<file path="config.mk">
export PLATFORM = sky130hd
export DESIGN_NAME = sync_burst_read_port
export DESIGN_NICKNAME = d
export VERILOG_FILES = /design/src/verilog/burst_word_mem.v /design/src/verilog/sync_burst_read_port.v
export VERILOG_INCLUDE_DIRS = /design/src /design/src/shared
export SDC_FILE = /design/constraint.sdc
export NUM_CORES = 2
export LEC_CHECK = 0
export BUFFER_PORTS_ARGS = -buffer_cell sky130_fd_sc_hd__buf_4
export CAP_MARGIN = 30
export CELL_PAD_IN_SITES_DETAIL_PLACEMENT = 2
export CELL_PAD_IN_SITES_GLOBAL_PLACEMENT = 2
export CORE_UTILIZATION = 35
export CTS_BUF_LIST = sky130_fd_sc_hd__clkbuf_8 sky130_fd_sc_hd__clkbuf_16
export DETAILED_ROUTE_END_ITERATION = 10
export PLACE_DENSITY_LB_ADDON = 0.1
export SYNTH_ARGS = -nofsm -noshare
export SYNTH_HDL_FRONTEND = slang
export SYNTH_MEMORY_MAX_BITS = 65536
export SYNTH_SLANG_ARGS = --single-unit
export TNS_END_PERCENT = 20
</file>
<file path="constraint.sdc">
create_clock -name pclk -period 9.75 [get_ports pclk]
set_clock_uncertainty 0.15 [all_clocks]
set_input_delay 0.975 -clock pclk [delete_from_list [all_inputs] [get_ports pclk]]
set_output_delay 0.975 -clock pclk [all_outputs]
set_load 0.01 [all_outputs]
</file>
<file path="src/shared/flash_burst_consts.vh">
// constants shared by the synchronous burst read port and its word memory
`ifndef FLASH_BURST_CONSTS_VH
`define FLASH_BURST_CONSTS_VH

// ****************************************************************
// apb register byte offsets
// ****************************************************************
`define REG_CONFIG    8'h00
`define REG_STATUS    8'h04
`define REG_MEM_ADDR  8'h08
`define REG_MEM_DATA  8'h0C
`define REG_CTRL      8'h10

// ****************************************************************
// burst configuration field positions and reset value
// ****************************************************************
`define CFG_READ_SEL  15
`define CFG_XLAT_HI   14
`define CFG_XLAT_LO   11
`define CFG_YLAT      9
`define CFG_RDY_TIME  8
`define CFG_ORDER     7
`define CFG_EDGE      6
`define CFG_LEN_HI    2
`define CFG_LEN_LO    0
`define CFG_RESET     16'h8000
`define CTRL_SLOW     0
`define CTRL_RESET    1'b0

// ****************************************************************
// burst length codes and array shape
// ****************************************************************
`define LEN_4         3'b001
`define LEN_8         3'b010
`define LEN_CONT      3'b111
`define ADDR_W        8
`define DATA_W        16
`define MEM_DEPTH     256

`endif

</file>
<file path="src/verilog/burst_word_mem.v">
// word array behind the burst port, registered read data
`timescale 1ns/1ns
`default_nettype none
`include "flash_burst_consts.vh"

module burst_word_mem (
  // clock
  input  wire                 pclk,
  // write side
  input  wire                 wr_en,
  input  wire [`ADDR_W-1:0]   wr_addr,
  input  wire [`DATA_W-1:0]   wr_data,
  // read side
  input  wire [`ADDR_W-1:0]   rd_addr,
  output reg  [`DATA_W-1:0]   rd_data
);

  reg [`DATA_W-1:0] mem [0:`MEM_DEPTH-1];

  // single write port, read data always from a flop
  always @(posedge pclk) begin
    if (wr_en) begin
      mem[wr_addr] <= wr_data;
    end
    rd_data <= mem[rd_addr];
  end

endmodule // burst_word_mem

`default_nettype wire

</file>
<file path="src/verilog/sync_burst_read_port.v">
// synchronous burst read port of a flash array, configured over apb
//
// Overview of operation
// - start address captured at first active edge with latch low, or latch rising.
// - first word presented only after the initial latency from capture.
// - data pins driven only while output enable is low.
// - burst counter advances on active edges per advance input and inter-word latency.
// - continuous length code reads whole array sequentially, wrapping at the end.
// - continuous mode needs advance low; advance high suspends the burst.
// - unaligned continuous start pulls ready low for an extra wait state.
// - new latch pulse mid-burst restarts with data after the initial latency.
// - pipelined burst always shows at least one invalid data period.
// - output enable and advance both high suspend; counter frozen, pins released.
// - output enable low resumes; address advances only while advance low.
// - control inputs sampled on the configured active clock edge.
// - slow clock with latency two ignores advance on odd cycles.
// - burst operations only while read select chooses synchronous reads.
// - clock edge bit zero selects falling edge, one selects rising edge.
// - inter-word latency one changes data each cycle, two every second cycle.
// - ready timing bit zero lows ready at invalid edge, one a cycle earlier.
// - read select resets to one, asynchronous, on reset or power-down; here power-down clears it synchronously, after the pin synchronisers.
//
// Chosen here: the register addresses and register access over APB.
`timescale 1ns/1ns
`default_nettype none
`include "flash_burst_consts.vh"

module sync_burst_read_port (
  // apb clock and reset
  input  wire                 pclk,
  input  wire                 presetn,
  // apb slave
  input  wire                 psel,
  input  wire                 penable,
  input  wire                 pwrite,
  input  wire [7:0]           paddr,
  input  wire [31:0]          pwdata,
  output reg  [31:0]          prdata,
  output wire                 pready,
  output reg                  pslverr,
  // flash bus pins from the host controller
  input  wire                 reset_powerdown_n,
  input  wire                 chip_en_n,
  input  wire                 out_en_n,
  input  wire                 write_en_n,
  input  wire                 latch_en_n,
  input  wire                 burst_adv_n,
  input  wire                 ref_clk,
  input  wire [`ADDR_W-1:0]   addr_in,
  // flash bus pins toward the host controller
  output wire [`DATA_W-1:0]   data_out,
  output wire                 data_oe,
  output wire                 data_ready
);

  localparam [1:0] ST_IDLE = 2'd0;
  localparam [1:0] ST_LAT  = 2'd1;
  localparam [1:0] ST_DATA = 2'd2;

  // ****************************************************************
  // decode helpers
  // ****************************************************************
  // initial latency code to cycle count, undefined codes fall back to 8
  function [3:0] xlat_cycles;
    input [3:0] code;
    begin
      case (code)
        4'b0010: xlat_cycles = 4'd7;
        4'b0011: xlat_cycles = 4'd8;
        4'b0100: xlat_cycles = 4'd9;
        4'b0101: xlat_cycles = 4'd10;
        4'b0110: xlat_cycles = 4'd11;
        4'b1001: xlat_cycles = 4'd12;
        4'b1010: xlat_cycles = 4'd13;
        4'b1011: xlat_cycles = 4'd13;
        4'b1101: xlat_cycles = 4'd15;
        default: xlat_cycles = 4'd8;
      endcase
    end
  endfunction

  // length code to wrap mask, unknown codes behave as length 4
  function [`ADDR_W-1:0] len_mask;
    input [2:0] code;
    begin
      case (code)
        `LEN_8:    len_mask = 8'h07;
        `LEN_CONT: len_mask = 8'hFF;
        default:   len_mask = 8'h03;
      endcase
    end
  endfunction

  // word address for an offset into the burst
  function [`ADDR_W-1:0] burst_addr;
    input [`ADDR_W-1:0] start;
    input [`ADDR_W-1:0] offs;
    input [2:0]         len;
    input               seq;
    reg   [`ADDR_W-1:0] m;
    begin
      m = len_mask(len);
      if (len == `LEN_CONT || seq) begin
        burst_addr = (start & ~m) | ((start + offs) & m);
      end else begin
        burst_addr = (start & ~m) | ((start ^ offs) & m);
      end
    end
  endfunction

  // ****************************************************************
  // pin synchronisers
  // ****************************************************************
  reg [6:0]          pin_meta_reg;
  reg [6:0]          pin_sync_reg;
  reg                clk_prev_reg;
  reg                le_prev_reg;
  reg [`ADDR_W-1:0]  addr_meta_reg;
  reg [`ADDR_W-1:0]  addr_sync_reg;

  // every pin is asynchronous to pclk, two flops before use
  always @(posedge pclk or negedge presetn) begin
    if (!presetn) begin
      pin_meta_reg  <= 7'h7F;
      pin_sync_reg  <= 7'h7F;
      clk_prev_reg  <= 1'b0;
      le_prev_reg   <= 1'b1;
      addr_meta_reg <= {`ADDR_W{1'b0}};
      addr_sync_reg <= {`ADDR_W{1'b0}};
    end else begin
      pin_meta_reg  <= {reset_powerdown_n, chip_en_n, out_en_n, write_en_n,
                        latch_en_n, burst_adv_n, ref_clk};
      pin_sync_reg  <= pin_meta_reg;
      clk_prev_reg  <= pin_sync_reg[0];
      le_prev_reg   <= pin_sync_reg[2];
      addr_meta_reg <= addr_in;
      addr_sync_reg <= addr_meta_reg;
    end
  end

  wire rp_s  = pin_sync_reg[6];
  wire ce_s  = pin_sync_reg[5];
  wire oe_s  = pin_sync_reg[4];
  wire we_s  = pin_sync_reg[3];
  wire le_s  = pin_sync_reg[2];
  wire adv_s = pin_sync_reg[1];
  wire clk_s = pin_sync_reg[0];

  // ****************************************************************
  // configuration and apb slave
  // ****************************************************************
  reg [15:0]         cfg_reg;
  reg                ctrl_slow_reg;
  reg [`ADDR_W-1:0]  load_addr_reg;
  wire               apb_setup = psel & ~penable;
  wire               apb_write = psel & penable & pwrite;
  wire               mapped    = (paddr == `REG_CONFIG) || (paddr == `REG_STATUS) ||
                                 (paddr == `REG_MEM_ADDR) || (paddr == `REG_MEM_DATA) ||
                                 (paddr == `REG_CTRL);
  wire               mem_wr    = apb_write && (paddr == `REG_MEM_DATA);

  assign pready = 1'b1; // every access finishes in its first access cycle

  // power-down clears the configuration as a reset does
  always @(posedge pclk or negedge presetn) begin
    if (!presetn) begin
      cfg_reg       <= `CFG_RESET;
      ctrl_slow_reg <= `CTRL_RESET;
      load_addr_reg <= {`ADDR_W{1'b0}};
    end else if (!rp_s) begin
      cfg_reg       <= `CFG_RESET;
      ctrl_slow_reg <= `CTRL_RESET;
    end else if (apb_write) begin
      case (paddr)
        `REG_CONFIG:   cfg_reg       <= pwdata[15:0];
        `REG_CTRL:     ctrl_slow_reg <= pwdata[`CTRL_SLOW];
        `REG_MEM_ADDR: load_addr_reg <= pwdata[`ADDR_W-1:0];
        `REG_MEM_DATA: load_addr_reg <= load_addr_reg + 8'h01; // auto increment
        default:       load_addr_reg <= load_addr_reg;
      endcase
    end
  end

  wire               sync_mode = ~cfg_reg[`CFG_READ_SEL];
  wire [3:0]         xcode     = cfg_reg[`CFG_XLAT_HI:`CFG_XLAT_LO];
  wire [2:0]         len_code  = cfg_reg[`CFG_LEN_HI:`CFG_LEN_LO];
  wire               cont      = (len_code == `LEN_CONT);
  // latency codes 1011 (13 cycles) and 1101 (15 cycles) force a two-cycle word period
  wire               ylat_two  = cfg_reg[`CFG_YLAT] || (xcode == 4'b1011) ||
                                 (xcode == 4'b1101);

  // ****************************************************************
  // active edge and burst state
  // ****************************************************************
  reg [1:0]          state_reg;
  reg [3:0]          lat_cnt_reg;
  reg                yph_reg;
  reg [`ADDR_W-1:0]  start_reg;
  reg [`ADDR_W-1:0]  offs_reg;
  reg                odd_reg;
  reg                le_taken_reg;
  reg                unaligned_reg;
  reg                crossed_reg;
  reg                wait_reg;

  // edge select on the synchronised reference clock
  wire k_edge = cfg_reg[`CFG_EDGE] ? (clk_s & ~clk_prev_reg)
                                   : (~clk_s & clk_prev_reg);
  wire bus_ok = sync_mode & ~ce_s & rp_s;
  wire le_rise = le_s & ~le_prev_reg;
  // capture at the first active edge with latch low, else at latch release
  wire capture = bus_ok & we_s & ~le_taken_reg &
                 ((k_edge & ~le_s) | le_rise);
  wire [`ADDR_W-1:0] cur_addr = burst_addr(start_reg, offs_reg, len_code,
                                           cfg_reg[`CFG_ORDER]);
  // slow clock with two-cycle words drops advance samples on odd cycles
  wire adv_ok = ~adv_s & ~(ctrl_slow_reg & ylat_two & odd_reg);
  wire word_end = ~ylat_two | yph_reg;
  wire [`ADDR_W-1:0] next_addr = burst_addr(start_reg, offs_reg + 8'h01, len_code,
                                            cfg_reg[`CFG_ORDER]);

  // burst sequencer, loaded at capture, stepped on active reference clock edges
  always @(posedge pclk or negedge presetn) begin
    if (!presetn) begin
      state_reg     <= ST_IDLE;
      lat_cnt_reg   <= 4'h0;
      yph_reg       <= 1'b0;
      start_reg     <= {`ADDR_W{1'b0}};
      offs_reg      <= {`ADDR_W{1'b0}};
      odd_reg       <= 1'b0;
      le_taken_reg  <= 1'b0;
      unaligned_reg <= 1'b0;
      crossed_reg   <= 1'b0;
      wait_reg      <= 1'b0;
    end else if (!bus_ok) begin
      state_reg    <= ST_IDLE;
      le_taken_reg <= 1'b0;
      wait_reg     <= 1'b0;
    end else begin
      if (le_s) begin
        le_taken_reg <= 1'b0;
      end
      if (capture) begin
        // a new latch mid-burst restarts the latency, so invalid words appear
        start_reg     <= addr_sync_reg;
        offs_reg      <= {`ADDR_W{1'b0}};
        lat_cnt_reg   <= xlat_cycles(xcode) - 4'd1;
        state_reg     <= ST_LAT;
        le_taken_reg  <= 1'b1;
        yph_reg       <= 1'b0;
        odd_reg       <= 1'b0;
        wait_reg      <= 1'b0;
        crossed_reg   <= 1'b0;
        unaligned_reg <= (addr_sync_reg[1:0] != 2'b00);
      end else if (k_edge) begin
        case (state_reg)
          ST_LAT: begin
            if (lat_cnt_reg <= 4'd1) begin
              state_reg <= ST_DATA;
            end
            lat_cnt_reg <= lat_cnt_reg - 4'd1;
          end
          ST_DATA: begin
            odd_reg <= ~odd_reg;
            if (wait_reg) begin
              wait_reg <= 1'b0;
            end else if (word_end) begin
              yph_reg <= 1'b0;
              if (adv_ok) begin
                offs_reg <= offs_reg + 8'h01;
                // one extra wait when an unaligned continuous run hits a page
                if (cont && unaligned_reg && !crossed_reg &&
                    next_addr[1:0] == 2'b00) begin
                  wait_reg    <= 1'b1;
                  crossed_reg <= 1'b1;
                end
              end
            end else if (!adv_s) begin
              yph_reg <= 1'b1;
            end
          end
          default: state_reg <= ST_IDLE;
        endcase
      end
    end
  end

  // ****************************************************************
  // data, enable and ready outputs
  // ****************************************************************
  reg        data_oe_reg;
  reg        ready_reg;
  wire       invalid_now = (state_reg == ST_LAT) | wait_reg;
  // early warning: the word before the page crossing of an unaligned run
  wire       invalid_soon = (state_reg == ST_LAT && lat_cnt_reg > 4'd1) |
                            (cont & unaligned_reg & ~crossed_reg &
                             (state_reg == ST_DATA) & (cur_addr[1:0] == 2'b11));

  // pins follow the synchronised enables; output enable high releases them
  always @(posedge pclk or negedge presetn) begin
    if (!presetn) begin
      data_oe_reg <= 1'b0;
      ready_reg   <= 1'b1;
    end else begin
      data_oe_reg <= bus_ok & ~oe_s & (state_reg != ST_IDLE);
      ready_reg   <= cfg_reg[`CFG_RDY_TIME] ? ~(invalid_now | invalid_soon)
                                            : ~invalid_now;
    end
  end

  burst_word_mem u_mem (
    .pclk    (pclk),
    .wr_en   (mem_wr),
    .wr_addr (load_addr_reg),
    .wr_data (pwdata[`DATA_W-1:0]),
    .rd_addr (cur_addr),
    .rd_data (data_out)
  );

  assign data_oe    = data_oe_reg;
  assign data_ready = ready_reg;

  // read data latched in the setup cycle, so the access phase needs no wait
  always @(posedge pclk or negedge presetn) begin
    if (!presetn) begin
      prdata  <= 32'h0000_0000;
      pslverr <= 1'b0;
    end else if (apb_setup) begin
      pslverr <= ~mapped;
      case (paddr)
        `REG_CONFIG:   prdata <= {16'h0000, cfg_reg};
        `REG_STATUS:   prdata <= {8'h00, cur_addr, offs_reg, 1'b0, wait_reg, ready_reg,
                                  data_oe_reg, 2'b00, state_reg};
        `REG_MEM_ADDR: prdata <= {24'h00_0000, load_addr_reg};
        `REG_CTRL:     prdata <= {31'h0000_0000, ctrl_slow_reg};
        default:       prdata <= 32'h0000_0000;
      endcase
    end
  end

endmodule // sync_burst_read_port

`default_nettype wire

</file>
==> results.sh <==
export IMPL_vdd_ir_drop_max_uv=138
export IMPL_coreArea_mm2=0.464
export IMPL_grt_max_degree=147
export IMPL_insertion_delay_ns=1.04
export IMPL_antenna_found_initial=39
export IMPL_regArea_mm2=0.126
export IMPL_drc=0
export IMPL_die_area_mm2=0.469
export IMPL_cts_root_buf="clkbuf_16"
export IMPL_worst_pin_slew_ns=1.33
export IMPL_maxCapViolCount=0
export IMPL_hold_buffers=17
export IMPL_grt_usage_pct=23.0
export IMPL_die_w_um=685
export IMPL_ctsResizeCount=0
export IMPL_dpl_cell_count=14119
export IMPL_min_from="pin_meta_reg[3]"
export IMPL_grt_pass1_wl_um=752000
export IMPL_initial_core_util_pct=35.2
export IMPL_first_pass_iters=6
export IMPL_syn_area_mm2=0.163
export IMPL_hpwl_um=333000
export IMPL_period_share_pct=60.5
export IMPL_routed_wl_um=546000
export IMPL_synthAdderAreaFrac_pct=0.173
export IMPL_synthSimpleGateAreaFrac_pct=3.74
export IMPL_first_global_vias=89327
export IMPL_outcome="complete, no violations"
export IMPL_crit_family="compound AO/OA/AOI/OAI gates"
export IMPL_criticalPathCategory="flip-flop to flip-flop"
export IMPL_vias=83595
export IMPL_h_tree_depth=5
export IMPL_p_leak_nw=60.6
export IMPL_clkTransAtPathRegs_ns=0.06
export IMPL_drtIter0Drc=8243
export IMPL_cts_tree="done"
export IMPL_fillers=42833
export IMPL_critPathRequiredTime_ns=10.47
export IMPL_die_y_um=685
export IMPL_startpoint="offs_reg[1]"
export IMPL_layout_drive_gt1_share_pct=27.2
export IMPL_ys_warn_count=0
export IMPL_syn2layout_area_growth_pct=16.1
export IMPL_ys_types=85
export IMPL_r2r_start="offs_reg[1]"
export IMPL_instances_no_fill=15008
export IMPL_finalCriticalPeriod_ns=5.90
export IMPL_ys_seq_area_share_pct=77.3
export IMPL_io_buffer_count=86
export IMPL_synth_compound_area_share_pct=2.31
export IMPL_reg_largest_list="u_mem.mem x4096, prdata x24"
export IMPL_finalPower_mw=37.1
export IMPL_crit_fanout=17
export IMPL_syn_inst=7844
export IMPL_hold_path_class="flip-flop to flip-flop"
export IMPL_worst_slew_margin_rel_pct=11.5
export IMPL_tns_ns=0
export IMPL_detail_route_antenna_nets=0
export IMPL_synth_mux_area_share_pct=14.8
export IMPL_largest_reg_flops=4096
export IMPL_cts_sinks=4224
export IMPL_synth_top_family_by_area="multiplexers"
export IMPL_cp_buffers_inverters=3
export IMPL_endpoint_kind="flip-flop"
export IMPL_rsz0062_at_grt="no"
export IMPL_dominantRegCellSynth="edfxtp_1"
export IMPL_nets=8520
export IMPL_synth_xor_area_share_pct=0.0866
export IMPL_cts_buffer_depth=4
export IMPL_synth_edf_count=4096
export IMPL_regMostFlops="u_mem.mem"
export IMPL_fin_util_pct=40.9
export IMPL_avgSynthCellArea_um2=20.8
export IMPL_async_reset_ff_share_pct=2.65
export IMPL_drv_slew=0
export IMPL_power_density_mw_per_mm2=196
export IMPL_fmax_ghz=0.169
export IMPL_crit_top_cell="buf_4"
export IMPL_cts_buffers=461
export IMPL_ys_seq_elements=4224
export IMPL_rows=250
export IMPL_grt_ovfl_total=0
export IMPL_slowest_delay_ns=0.77
export IMPL_routed_via_density=5.57
export IMPL_setup_viol=0
export IMPL_multi_input_area_mm2=0.0351
export IMPL_post_cts_setup_buffers=0
export IMPL_worstSetupStartpointType="flip-flop"
export IMPL_hold_violations=0
export IMPL_path_cells="ha_1 -> a211oi_2 -> o21ai_0 -> o21a_4 -> buf_4 -> nor2_4 -> buf_4 -> buf_4 -> a31oi_1 -> a21oi_1 -> o21ai_0 -> a21oi_1 -> a41oi_1"
export IMPL_critPathArrivalTime_ns=6.62
export IMPL_io_pin_count=112
export IMPL_crit_slowest_cell="nor2_4"
export IMPL_wire_per_inst_um=36.4
export IMPL_gp_congestion=0.773
cells in the mapped netlist, types with 30 or more instances:
cell type,n,area share (%)
edfxtp_1,4096,75
mux4_2,1023,14
nand2_1,725,1.7
nor2_1,315,0.72
buf_2,245,0.75
nand3_1,242,0.74
mux2i_1,105,0.64
a22oi_1,101,0.46
clkbuf_1,99,0.23
dfrtp_1,95,1.5
a31oi_1,90,0.34
a21oi_1,73,0.22
buf_4,72,0.33
o21ai_0,69,0.21
nand4_1,48,0.18
a32oi_1,47,0.25
and3_1,34,0.13
buf_6,34,0.23
a22o_1,30,0.16
cell usage in the layout (no fill, tap or decap), types with 109 or more instances in the layout:
cell type  instances
nand2_1          712
clkinv_1         109
nor2_1           180
mux4_2          1023
inv_1            158
buf_4            419
nor2_2           126
edfxtp_1        4096
nand3_1          238
clkbuf_16        471
through the flow:
stage | setup slack (ns) | hold WS [ns] | area (um2)
final | 3.85 | 0.195 | 190000
after global placement | 3.76 | 0.197 | 173000
after CTS | 3.77 | 0.143 | 189000
after floorplan | 5.91 | 0.181 | 163000
after global routing | 3.60 | 0.202 | 189000
after detailed placement | 3.77 | 0.189 | 175000
power by group:
| group | internal [mW] | leakage [nW] | switching [mW] |
|---|---|---|---|
| logic | 0.0559 | 14.7 | 0.385 |
| clock network | 9.45 | 7.56 | 7.30 |
| registers | 19.9 | 38.4 | 0.00608 |
| total | 29.4 | 60.6 | 7.69 |
layout make-up:
type | count | area share (%)
inverters | 18 | 0.0357
well taps | 6174 | 4.08
clock buffers | 489 | 6.35
diodes | 11 | 0.0145
flip-flops and latches | 4224 | 66.6
repair buffers | 589 | 3.24
multi-input cells | 3144 | 18.5
clock inverters | 359 | 1.21
routing by layer:
metal / up-vias / routed length (um) / track usage [%]
li1: 33665 / - / -
met1: 47027 / 235000 / 32.2
met2: 2296 / 266000 / 38.2
met3: 607 / 29100 / 3.07
met4: 0 / 15900 / 6.02
met5: - / 0 / 0
worst paths after layout:
check	to	depth (start not counted)	slack, ns
worst max-delay path	u_mem.rd_data[9]	13	3.85
worst min-delay path	pin_sync_reg[3]	0	0.20
worst max register to register	u_mem.rd_data[9]	13	3.85
worst min register to register	pin_sync_reg[3]	0	0.20
max in group asynchronous	offs_reg[5]	3	7.73
min in group asynchronous	prdata[6]	2	0.44
cells by family after synthesis:
family,Yosys count
flip-flops,4224
AND/OR/NAND/NOR,1436
multiplexers,1131
AO/OA/AOI/OAI,532
buffers and inverters,483
adder cells (fa/ha/maj),22
XOR/XNOR,14
other,2
No activity file was read; power rests on OpenSTA's default activity.
